<file path="config.mk">
export PLATFORM = sky130hd
export DESIGN_NAME = odsd_top
export DESIGN_NICKNAME = d
export VERILOG_FILES = /design/src/logic/odsd_pkg.sv /design/src/logic/odsd_diag_filter.sv /design/src/logic/odsd_sync.sv /design/src/logic/odsd_top.sv
export SDC_FILE = /design/constraint.sdc
export NUM_CORES = 1
export LEC_CHECK = 0
export BUFFER_PORTS_ARGS = -buffer_cell sky130_fd_sc_hd__buf_2
export CORE_UTILIZATION = 50
export CTS_BUF_LIST = sky130_fd_sc_hd__clkbuf_8 sky130_fd_sc_hd__clkbuf_16
export DETAILED_ROUTE_END_ITERATION = 8
export GPL_TIMING_DRIVEN = 0
export PLACE_DENSITY = 0.75
export SKIP_LAST_GASP = 1
export SLEW_MARGIN = 10
export SYNTH_ARGS = -nofsm -noshare
export SYNTH_HDL_FRONTEND = slang
export SYNTH_SLANG_ARGS = --single-unit
export TNS_END_PERCENT = 20
</file>
<file path="constraint.sdc">
create_clock -name clock -period 1.45 [get_ports clock]
set_input_delay 0.0725 -clock clock [delete_from_list [all_inputs] [get_ports clock]]
set_output_delay 0.0725 -clock clock [all_outputs]
set_load 0.05 [all_outputs]
</file>
<file path="src/logic/odsd_pkg.sv">
// shared constants for the octal driver serial control and diagnostic block
package odsd_pkg;
  localparam int NUM_OUT      = 8;
  localparam int CLK_PERIOD_NS = 8;
  // sdo release after select rises, longest time
  localparam int SDO_FLOAT_NS = 100;
  localparam int SDO_FLOAT_CYC =
    (SDO_FLOAT_NS / CLK_PERIOD_NS) < 1 ? 1 : SDO_FLOAT_NS / CLK_PERIOD_NS;
  // diagnostic detection filter, 15 to 50 us; the least time is used
  localparam int DIAG_FILT_US = 15;
  localparam int DIAG_FILT_CYC =
    (DIAG_FILT_US * 1000 + CLK_PERIOD_NS - 1) / CLK_PERIOD_NS;
  localparam int FRAME_BITS   = 8;
  localparam int FRAME_CNT_W  = 3;
  localparam logic [7:0] CTRL_RESET = 8'h00;
  localparam int IDX_OUT1 = 0;
  localparam int IDX_OUT2 = 1;
  localparam int IDX_OUT7 = 6;
  localparam int IDX_OUT8 = 7;
  localparam int SHORT_OFF_LAST = 5;
endpackage : odsd_pkg

</file>
<file path="src/logic/odsd_diag_filter.sv">
// diagnostic status filter: passes a level only after it held long enough
`timescale 1ns/1ps
`default_nettype none
module odsd_diag_filter #(
  parameter int FILT_CYC = 1875
) (
  input  wire logic clock,
  input  wire logic reset,
  input  wire logic rawIn,
  output logic      filtOut
);
  localparam int CW = $clog2(FILT_CYC + 1);
  logic [CW-1:0] cnt_reg;
  logic [CW-1:0] cnt_next;
  logic          out_reg;
  logic          out_next;

  if (FILT_CYC < 1) begin : g_bad_count
    $error("odsd_diag_filter: FILT_CYC below one");
  end

  always_comb begin
    cnt_next = '0;
    out_next = out_reg;
    if (rawIn != out_reg) begin
      if (cnt_reg == CW'(FILT_CYC - 1)) begin
        out_next = rawIn;
      end else begin
        cnt_next = cnt_reg + CW'(1);
      end
    end
  end

  always_ff @(posedge clock) begin
    if (reset) begin
      cnt_reg <= '0;
      // healthy status idles high
      out_reg <= 1'b1;
    end else begin
      cnt_reg <= cnt_next;
      out_reg <= out_next;
    end
  end

  assign filtOut = out_reg;
endmodule // odsd_diag_filter
`default_nettype wire

</file>
<file path="src/logic/odsd_sync.sv">
// two flip-flop synchroniser for a bus of pin inputs
`timescale 1ns/1ps
`default_nettype none
module odsd_sync #(
  parameter int          WIDTH = 1,
  parameter logic [31:0] INIT  = 32'h0000_0000
) (
  input  wire logic             clock,
  input  wire logic             reset,
  input  wire logic [WIDTH-1:0] asyncIn,
  output logic      [WIDTH-1:0] syncOut
);
  logic [WIDTH-1:0] meta_reg;
  logic [WIDTH-1:0] sync_reg;

  // init word is 32 bits, so wider buses cannot be served
  if (WIDTH < 1 || WIDTH > 32) begin : g_bad_width
    $error("odsd_sync: bad WIDTH");
  end

  always_ff @(posedge clock) begin
    if (reset) begin
      meta_reg <= INIT[WIDTH-1:0];
      sync_reg <= INIT[WIDTH-1:0];
    end else begin
      meta_reg <= asyncIn;
      sync_reg <= meta_reg;
    end
  end

  assign syncOut = sync_reg;
endmodule // odsd_sync
`default_nettype wire

</file>
<file path="src/logic/odsd_top.sv">
// serial control, output gating and diagnostics of an octal low-side driver
`timescale 1ns/1ps
`default_nettype none
// Behaviour
// - eight control latches, common reset gates outputs
// - open parallel input reads high, output off
// - shift sdi on serial clock falling edge
// - select rising copies shift register to latches
// - latch only after multiple of eight clocks
// - parallel low or serial bit turns on
// - outputs one to six overcurrent latches off
// - outputs seven, eight overtemperature latches off
// - fault latches one, two cleared while selected
// - parallel mode status high when state matches
// - serial mode status follows output voltage
// - outputs three to eight status live
// - overcurrent sets latch, off, low status
// - off-state low voltage reports low status
// - outputs seven, eight limiting reports low
// - select falling loads status into shift register
// - sdo shifts on serial clock rising edge
// - internal reset is external or undervoltage
// - sdo floats within 100 ns of select rising
// - outputs one, two status filtered 15 us
module odsd_top #(
  parameter int DIAG_FILT_CYC = odsd_pkg::DIAG_FILT_CYC
) (
  input  wire logic       clock,
  input  wire logic       reset,
  input  wire logic       ext_reset_n,
  input  wire logic       underVoltage,
  input  wire logic       select_n_line,
  input  wire logic       serialClk,
  input  wire logic       serialDataIn,
  output logic            serialDataOut,
  output logic            serialDataOutEn,
  input  wire logic       parallel_in_one,
  input  wire logic       parallel_in_two,
  input  wire logic [7:0] overCurrent,
  input  wire logic [7:0] overTemp,
  input  wire logic [7:0] aboveThreshold,
  output logic      [7:0] outputOn,
  output logic      [7:0] currentLimit,
  output logic      [7:0] overloadLatched,
  output logic      [7:0] controlLatch
);
  localparam int N  = odsd_pkg::NUM_OUT;
  localparam int FW = odsd_pkg::FRAME_CNT_W;

  if (N != 8) begin : g_bad_width
    $error("odsd_top: eight outputs only");
  end
  if (DIAG_FILT_CYC < 1) begin : g_bad_filter
    $error("odsd_top: filter count below one");
  end

  // pins from the link and the analog side cross into the clock domain
  logic [4:0] pinSync;
  logic       selN;
  logic       sclk;
  logic       sdi;
  logic       par1;
  logic       par2;
  logic       extResN;
  logic       uvSync;
  logic [7:0] ocSync;
  logic [7:0] otSync;
  logic [7:0] aboveSync;

  // open parallel inputs idle high
  // serial clock idles low, else reset is followed by a false edge
  odsd_sync #(.WIDTH(5), .INIT(32'h0000_001E)) uSyncPins (
    .clock  (clock),
    .reset  (reset),
    .asyncIn({select_n_line, parallel_in_one, parallel_in_two,
              ext_reset_n, serialClk}),
    .syncOut(pinSync)
  );
  assign selN    = pinSync[4];
  assign par1    = pinSync[3];
  assign par2    = pinSync[2];
  assign extResN = pinSync[1];
  assign sclk    = pinSync[0];

  odsd_sync #(.WIDTH(26), .INIT(32'h0000_0000)) uSyncData (
    .clock  (clock),
    .reset  (reset),
    .asyncIn({serialDataIn, underVoltage, overCurrent, overTemp,
              aboveThreshold}),
    .syncOut({sdi, uvSync, ocSync, otSync, aboveSync})
  );

  logic intReset;
  assign intReset = reset | ~extResN | uvSync;

  // edge detection on synchronised link signals
  logic selN_reg;
  logic sclk_reg;
  logic selFall;
  logic selRise;
  logic clkFall;
  logic clkRise;
  always_ff @(posedge clock) begin
    if (reset) begin
      selN_reg <= 1'b1;
      sclk_reg <= 1'b0;
    end else begin
      selN_reg <= selN;
      sclk_reg <= sclk;
    end
  end
  assign selFall = selN_reg & ~selN;
  assign selRise = ~selN_reg & selN;
  assign clkFall = sclk_reg & ~sclk;
  assign clkRise = ~sclk_reg & sclk;

  // status word and output logic
  logic [7:0] ctrl_reg;
  logic [7:0] ctrl_next;
  logic [7:0] ovl_reg;
  logic [7:0] ovl_next;
  logic [7:0] drive;
  logic [7:0] status;
  logic       filt1;
  logic       filt2;
  logic       fault1_reg;
  logic       fault1_next;
  logic       fault2_reg;
  logic       fault2_next;
  logic       parMode1;
  logic       parMode2;

  // parallel low or serial bit switches on
  function automatic logic wantOn(input logic parN, input logic bit_);
    return ~parN | bit_;
  endfunction

  // parallel mode reports matching state as healthy
  function automatic logic parStatus(input logic on, input logic above);
    return on ? ~above : above;
  endfunction

  always_comb begin
    drive = ctrl_reg;
    drive[odsd_pkg::IDX_OUT1] = wantOn(par1, ctrl_reg[odsd_pkg::IDX_OUT1]);
    drive[odsd_pkg::IDX_OUT2] = wantOn(par2, ctrl_reg[odsd_pkg::IDX_OUT2]);
  end
  assign parMode1 = ~par1 & ~ctrl_reg[odsd_pkg::IDX_OUT1];
  assign parMode2 = ~par2 & ~ctrl_reg[odsd_pkg::IDX_OUT2];

  // short circuit latches outputs one to six
  // overtemperature latches outputs seven and eight
  // latch holds until reset or off command
  always_comb begin
    ovl_next = ovl_reg;
    for (int i = 0; i < N; i++) begin
      if (!drive[i]) begin
        ovl_next[i] = 1'b0;
      end
      if (i <= odsd_pkg::SHORT_OFF_LAST) begin
        if (drive[i] && ocSync[i]) ovl_next[i] = 1'b1;
      end else begin
        if (drive[i] && ocSync[i] && otSync[i]) ovl_next[i] = 1'b1;
      end
    end
  end

  // serial mode status follows output voltage
  // outputs three to eight live into register
  // off with low voltage reports low
  // outputs seven, eight limiting or tripped low
  logic [7:0] rawStatus;
  always_comb begin
    rawStatus = aboveSync;
    for (int i = 0; i < N; i++) begin
      if (ovl_reg[i]) rawStatus[i] = 1'b0;
      if (i > odsd_pkg::SHORT_OFF_LAST && drive[i] && aboveSync[i]) begin
        rawStatus[i] = 1'b0;
      end
    end
    if (parMode1 && !ovl_reg[odsd_pkg::IDX_OUT1]) begin
      rawStatus[odsd_pkg::IDX_OUT1] =
        parStatus(drive[odsd_pkg::IDX_OUT1], aboveSync[odsd_pkg::IDX_OUT1]);
    end
    if (parMode2 && !ovl_reg[odsd_pkg::IDX_OUT2]) begin
      rawStatus[odsd_pkg::IDX_OUT2] =
        parStatus(drive[odsd_pkg::IDX_OUT2], aboveSync[odsd_pkg::IDX_OUT2]);
    end
  end

  // outputs one and two pass the detection filter
  odsd_diag_filter #(.FILT_CYC(DIAG_FILT_CYC)) uFilt1 (
    .clock  (clock),
    .reset  (intReset),
    .rawIn  (rawStatus[odsd_pkg::IDX_OUT1]),
    .filtOut(filt1)
  );
  odsd_diag_filter #(.FILT_CYC(DIAG_FILT_CYC)) uFilt2 (
    .clock  (clock),
    .reset  (intReset),
    .rawIn  (rawStatus[odsd_pkg::IDX_OUT2]),
    .filtOut(filt2)
  );

  // fault latches catch lows, cleared while selected
  // a fault seen in the same cycle as the clear still wins
  always_comb begin
    fault1_next = fault1_reg;
    fault2_next = fault2_reg;
    if (!selN) begin
      fault1_next = 1'b0;
      fault2_next = 1'b0;
    end
    if (!filt1) fault1_next = 1'b1;
    if (!filt2) fault2_next = 1'b1;
  end

  // stale latch means first read may mislead
  always_comb begin
    status = rawStatus;
    status[odsd_pkg::IDX_OUT1] = ~fault1_reg;
    status[odsd_pkg::IDX_OUT2] = ~fault2_reg;
  end

  // serial frame: shift register, bit counter, sdo
  logic [7:0]    shift_reg;
  logic [7:0]    shift_next;
  logic [FW-1:0] bits_reg;
  logic [FW-1:0] bits_next;
  logic          any_reg;
  logic          any_next;
  logic          sdo_reg;
  logic          sdo_next;
  logic          sdoEn_reg;
  logic          sdoEn_next;

  always_comb begin
    shift_next = shift_reg;
    bits_next  = bits_reg;
    any_next   = any_reg;
    sdo_next   = sdo_reg;
    sdoEn_next = sdoEn_reg;
    ctrl_next  = ctrl_reg;
    if (selFall) begin
      // msb first, bit n is output n
      shift_next = status;
      bits_next  = '0;
      any_next   = 1'b0;
      sdo_next   = status[N-1];
      sdoEn_next = 1'b1;
    end else if (!selN) begin
      if (clkFall) begin
        // sdi shifted in on falling clock
        shift_next = {shift_reg[N-2:0], sdi};
        bits_next  = bits_reg + FW'(1);
        any_next   = 1'b1;
      end
      if (clkRise) begin
        // next bit presented on rising clock
        sdo_next = shift_reg[N-1];
      end
    end
    if (selRise) begin
      // sdo released three cycles after select rises
      sdoEn_next = 1'b0;
      // only whole multiples of eight clocks latch
      // relies on select moving with clock low
      if (any_reg && bits_reg == '0) begin
        // control latches take the new word
        ctrl_next = shift_reg;
      end
    end
  end

  // common internal reset clears every latch
  always_ff @(posedge clock) begin
    if (intReset) begin
      ctrl_reg   <= odsd_pkg::CTRL_RESET;
      ovl_reg    <= '0;
      fault1_reg <= 1'b0;
      fault2_reg <= 1'b0;
      shift_reg  <= '0;
      bits_reg   <= '0;
      any_reg    <= 1'b0;
      sdo_reg    <= 1'b0;
      sdoEn_reg  <= 1'b0;
    end else begin
      ctrl_reg   <= ctrl_next;
      ovl_reg    <= ovl_next;
      fault1_reg <= fault1_next;
      fault2_reg <= fault2_next;
      shift_reg  <= shift_next;
      bits_reg   <= bits_next;
      any_reg    <= any_next;
      sdo_reg    <= sdo_next;
      sdoEn_reg  <= sdoEn_next;
    end
  end

  // outputs registered; a tripped channel stays off
  logic [7:0] out_reg;
  logic [7:0] out_next;
  logic [7:0] lim_reg;
  logic [7:0] lim_next;
  always_comb begin
    out_next = drive & ~ovl_next;
    lim_next = {drive[7:6] & ocSync[7:6] & ~ovl_next[7:6], 6'h00};
  end
  always_ff @(posedge clock) begin
    if (intReset) begin
      out_reg <= '0;
      lim_reg <= '0;
    end else begin
      out_reg <= out_next;
      lim_reg <= lim_next;
    end
  end

  assign outputOn        = out_reg;
  assign currentLimit    = lim_reg;
  assign overloadLatched = ovl_reg;
  assign controlLatch    = ctrl_reg;
  assign serialDataOut   = sdo_reg;
  assign serialDataOutEn = sdoEn_reg;
endmodule // odsd_top
`default_nettype wire

</file>
# Yosys cells after proc, flatten, opt, wreduce, memory -nomap -nowiden
# Cells that the tools add are included.
# classes
add_sub_neg	3
eq_ne	7
n_mux	39
bitwise	30
reduce_logical	30
# op_table
cell	count
1-bit two-way mux	36
8-bit two-way mux	3
11-bit by 1-bit adder with 11-bit output, second input constant	2
11-bit == test, second input constant	2
1-bit logical AND	15
1-bit inverter	15
2-bit AND reduction	6
8-bit AND	1
8-bit inverter	1
1-bit AND	6
2-bit inequality test, second input constant	3
3-bit OR reduction	2
2-bit AND	2
1-bit bitwise OR	4
2-bit nonzero test	2
2-bit OR reduction	2
3-bit by 1-bit adder with 3-bit output, second input constant	1
3-bit logical NOT	1
1-bit logical NOT	2
1-bit inequality test	2
2-bit inverter	1
# totals
regBits	136
in_bits	33
output_inout_bits	34
elab_cells	131

# Logic depth before layout (Yosys ltp)
# depth
word_depth	7
mapped_depth	7
mapped_depth_nobuf	6

# Hierarchy
# Synthesis repeated with hierarchy kept, for this count alone.
# unflattened
cells_unflattened	438
area_unflattened_um2	4621.9
# by_module_without_submodules
mod	instances	cells_per_inst	area_each_um2	seq_area_each_um2
odsd_top	1	185	1731.7	880.8
odsd_sync (uSyncData)	1	109	1391.3	1041.0
odsd_diag_filter	2	62	618.1	240.2
odsd_sync (uSyncPins)	1	20	262.8	200.2

# Worst setup path after synthesis
# Ideal clock, no wire load.
# synth_timing
kind	register -> register
startpoint	reg ctrl_reg[0], in the netlist controlLatch[0]
endpoint	reg uFilt1.cnt_reg[4]
setup_time_ps	62
arrival_time_ps	1764
t_required_ps	1388
setup_slack_ps	-376
path_stages_with_launch	6
path_buffers	1
cell_sequence	dfxtp_1 -> or3_1 -> a211o_1 -> a211o_1 -> buf_6 -> nor2_2
# synth_between
elab_chain_len	7
word_cells_on_any_way	9
# synth_lines
element	line_no	text
start: declaration	odsd_top.sv:118	logic [7:0] ctrl_reg;
start signal: assignment	odsd_top.sv:278	ctrl_reg <= odsd_pkg::CTRL_RESET;
start signal: assignment	odsd_top.sv:288	ctrl_reg <= ctrl_next;
1-bit inverter	odsd_top.sv:148	assign parMode1 = ~par1 & ~ctrl_reg[odsd_pkg::IDX_OUT1];
1-bit AND	odsd_top.sv:148	
1-bit logical AND	odsd_top.sv:181	if (parMode1 && !ovl_reg[odsd_pkg::IDX_OUT1]) begin
1-bit two-way mux (*)	odsd_top.sv:181	
1-bit inequality test (*)	odsd_diag_filter.sv:25	if (rawIn != out_reg) begin
1-bit inverter (no line) (*)	--	
3-bit OR reduction (no line) (*)	--	
end signal: assignment	odsd_diag_filter.sv:40	cnt_reg <= cnt_next;
end: declaration	odsd_diag_filter.sv:13	logic [CW-1:0] cnt_reg;
# Mark *: on every way between the ends. The rest lies on a longest branch, timed or not.
# A chain may end at the register's enable or synchronous reset.

# Worst setup path in the final report
# layout_timing
startpoint	reg uSyncData.sync_reg[1], in the netlist uSyncData.syncOut[1]
endpoint	reg uFilt2.cnt_reg[3]
# layout_between
elab_chain_len	6
word_cells_on_any_way	7
# layout_lines
element	line_no	text
start: declaration	odsd_sync.sv:14	logic [WIDTH-1:0] sync_reg;
start signal: assignment	odsd_sync.sv:24	sync_reg <= INIT[WIDTH-1:0];
start signal: assignment	odsd_sync.sv:27	sync_reg <= meta_reg;
1-bit inverter	odsd_top.sv:140	return on ? ~above : above;
1-bit two-way mux	odsd_top.sv:140	
1-bit two-way mux (*)	odsd_top.sv:185	if (parMode2 && !ovl_reg[odsd_pkg::IDX_OUT2]) begin
1-bit inequality test (*)	odsd_diag_filter.sv:25	
1-bit inverter (no line) (*)	--	
3-bit OR reduction (no line) (*)	--	
end signal: assignment	odsd_diag_filter.sv:40	
end: declaration	odsd_diag_filter.sv:13	
# Marked as above.

==> reports/qor.txt <==
CRITICAL PATH
-------------------------------------------------------------------------------------------------
Crit-path max cell delay ...........................................................       380 ps
Worst-path maximum fanout ..........................................................           10
Kind of launch point of the worst setup path .......................................     register
Crit path arrival time .............................................................      2070 ps
Cells traversed along the worst timing path ........................................ or3_4, a211o_1, a211o_1, buf_6, nor2_1
Category of the critical setup timing path ......................................... register to register
Cell with the biggest individual delay on the critical path ........................        or3_4
Element type at the critical path end ..............................................     register
Required time of the worst setup path ..............................................      1900 ps
Dominant cell type by count on the critical path ...................................      a211o_1

LOGIC SYNTHESIS
-------------------------------------------------------------------------------------------------
Top post-synthesis cells by count .................................................. dfxtp_1 (118), nor2_1 (54), nor2b_1 (43)
Most common cell in the netlist ....................................................      dfxtp_1
EDFF count, synth ..................................................................            0
Number of distinct library cell variants in the gate-level netlist after synthesis .           38
Area share of the largest cell type after synthesis ................................        0.575
Simple-gate portion of the synthesized area ........................................        0.241
Area contributors post-synth ....................................................... dfxtp_1 (57%), nor2b_1 (6.5%), nor2_1 (4.9%), mux2i_1 (3.2%), xor2_1 (2.3%)
Area share of fa/ha/maj cells after synthesis ......................................       0.0183
Number of flip-flops and latches in the synthesized netlist ........................          118
Compound-Gate Fraction of Synth Area ...............................................       0.0487
Library cell with the largest summed area after synthesis ..........................      dfxtp_1
Most used flip-flop cell after synthesis ...........................................      dfxtp_1
Average instance area after synthesis ..............................................     10.1 µm²
Sequential element share of the synthesized area ...................................        0.575
Synth Cell Area ....................................................................     4110 µm²
Async S/R FF share, synth ..........................................................            0
Instance count of the mapped netlist ...............................................          407
Largest family of logic cells by synthesized area .................................. simple AND/OR/NAND/NOR gates
Mux share of post-synthesis cell area ..............................................       0.0344
Synth Area in XOR/XNOR .............................................................       0.0426
Synthesis warning total ............................................................            0

STA
-------------------------------------------------------------------------------------------------
Total negative setup slack .........................................................     -2900 ps
Minimum clock period ...............................................................      1620 ps
Worst slew margin ..................................................................        0.627
Transition time at the pin with the least slew margin ..............................       559 ps
Final setup vio count ..............................................................           27
Part of the cycle the worst path needs .............................................         1.11
Setup slack of the critical path after layout ......................................      -166 ps
Max Fclk ...........................................................................      619 MHz
Number of failing hold endpoints at the final stage ................................            0
Clock skew .........................................................................      6.69 ps
Max-slew violation count ...........................................................            0
Setup repair after global routing missed its margin ................................          yes

ROUTE
-------------------------------------------------------------------------------------------------
Count of vias placed by the detailed router ........................................         2993
Number of DRC violations after detailed-routing iteration 0 ........................          144
Routed wire length .................................................................      7.94 mm
Via density per instance ...........................................................         4.77
Initial DRT Pass Iterations ........................................................            4
Final routed wire length divided by cell count .....................................      12.7 µm
Post-route DRC .....................................................................            0
Antenna violation net count after detailed routing .................................            0

CLOCK TREE
-------------------------------------------------------------------------------------------------
Clock tree from TritonCTS ..........................................................        built
Master cell of the clock root buffer ...............................................     clkbuf_8
Number of clock sinks seen by CTS ..................................................          118
Maximum clock insertion buffer count ...............................................            2
H-tree Lvls ........................................................................            4
Total CTS buffers ..................................................................           17
Clock slew at the register clock pins of the worst setup and hold paths ............        60 ps
Clock Latency Late Sink ............................................................       510 ps

FINISH
-------------------------------------------------------------------------------------------------
Final standard cell count with taps included and fillers excluded ..................          627
Layout overhead on the synthesized area ............................................        33.2%
Final standard cell utilization of the core ........................................        0.697
Final layout net count .............................................................          551
Share of post-route cells with drive strength above 1 ..............................        0.267
Number of diodes ...................................................................            0
Sequential cell area ...............................................................     2380 µm²
Area of the multi-input gates ......................................................     1670 µm²
Number of fillers in the final layout ..............................................          593

PLACEMENT
-------------------------------------------------------------------------------------------------
Final HPWL from detailed placement .................................................      4.97 mm
Routability-driven placement congestion ratio ......................................        0.810
Port Buffers .......................................................................           53
Placement-stage worst setup slack ..................................................      -323 ps
Cells after DPL ....................................................................          567

GLOBAL ROUTING
-------------------------------------------------------------------------------------------------
Number of antenna violations at the first check in global routing ..................            0
Overall overflow remaining after global route ......................................            0
GR Util All Layers .................................................................        0.207
Wire length of the first global-routing pass .......................................      13.4 mm
Via count of the first global-routing pass .........................................         2951
Largest net degree at the start of global routing ..................................           17

FLOORPLANNING
-------------------------------------------------------------------------------------------------
Width of the die ...................................................................      92.7 µm
Height of the die ..................................................................      92.7 µm
Die ar. ............................................................................     8580 µm²
Boundary Pins ......................................................................           67
Total core area ....................................................................     7850 µm²
Number of standard-cell rows in the floorplan ......................................           32
Starting utilization of the core area ..............................................        0.524

HOLD PATH
-------------------------------------------------------------------------------------------------
Type of the most critical hold path ................................................ input port to register

POWER
-------------------------------------------------------------------------------------------------
Reported leakage power .............................................................   0.00230 µW
P per Cell Area ....................................................................  1420 nW/µm²
Total chip power ...................................................................      7750 µW
IR Drop Worst-Case VDD .............................................................      1050 µV

OUTCOME
-------------------------------------------------------------------------------------------------
Outcome ............................................................................ finished with violations
Violations in the final reports .................................................... setup timing

JOB
-------------------------------------------------------------------------------------------------
Number of max-capacitance violations reported ......................................            0

critical path, delay by kind of cell, from the launching register on:
family / cells / cell delay [ps]
buffers and inverters: 1 / 150
AOI/OAI and AO/OA: 2 / 590
DFF: 1 / 330
and+or+nand+nor: 2 / 480
logic make-up (layout without fill, tap and decap cells):
logic type,count (synthesis),after routing
AND/OR/NAND/NOR,186,186
other,1,6
AO/OA/AOI/OAI,32,32
XOR/XNOR,20,20
buffers and inverters,30,143
flip-flops,118,118
multiplexers,14,14
adder cells (fa/ha/maj),6,6
final timing paths:
path                            depth (start not counted)                   from  slack, ps                   end
worst min register to register                          1  uSyncPins.meta_reg[2]        410  uSyncPins.syncOut[2]
worst max-delay path                                    5   uSyncData.syncOut[1]       -170     uFilt2.cnt_reg[3]
worst min-delay path                                    3                  reset         70  uSyncData.syncOut[3]
worst max register to register                          5   uSyncData.syncOut[1]       -170     uFilt2.cnt_reg[3]
stage by stage:
stage | instance area (µm²) | hold slack [ps]
4_1_cts | 5430 | 30.6
5_1_grt | 5470 | 81.3
3_5_place_dp | 4530 | 260
3_3_place_gp | 4530 | 256
2_1_floorplan | 4140 | 176
6_report | 5470 | 66.5
power breakdown:
| group | leakage [µW] | switching [µW] | internal (µW) |
|---|---|---|---|
| registers | 0.000967 | 42.9 | 3330 |
| clock network | 0.000287 | 1430 | 2570 |
| logic | 0.00105 | 196 | 182 |
timing repair:
item	CTS	global route
pin swaps	1	1
endpoints found under the hold margin	29	0
buffers inserted	2	1
hold buffers	26	0
gates resized for setup	15	9
setup endpoints to repair	56	56
final cells by class:
cell class | instances | area share
Multi-Input combinational cell | 264 | 0.305
Sequential cell | 118 | 0.434
Buffer | 19 | 0.0233
Timing Repair Buffer | 82 | 0.100
Tap cell | 102 | 0.0233
Clock inverter | 13 | 0.0240
Clock buffer | 19 | 0.0828
Inverter | 10 | 0.00686
routing by layer:
metal  track usage  wire (µm)  vias to the layer above
li1              -          -                     1543
met5             0          0                        -
met4        0.0923        108                        0
met3        0.0673        320                       11
met1         0.240       3570                     1376
met2         0.349       3940                       63
cell usage in the layout, fill, tap and decap left out, drive strengths merged, types with 3 or more instances in the layout:
cell,n
ha,6
or4,3
nor4,3
dlygate4sd3,26
a221oi,4
o21ai,6
xor2,11
xnor2,9
nor3b,5
and3,4
nand3,4
buf,68
inv,12
nor2,64
clkinv,6
conb,6
clkinvlp,3
clkbuf,26
nand4,6
nor3,9
nand2b,4
a21oi,14
or2,9
and2,3
nand2,21
nor2b,43
dfxtp,118
mux2i,13
a211o,4
Note: power is estimated with default switching activity, not from simulation.
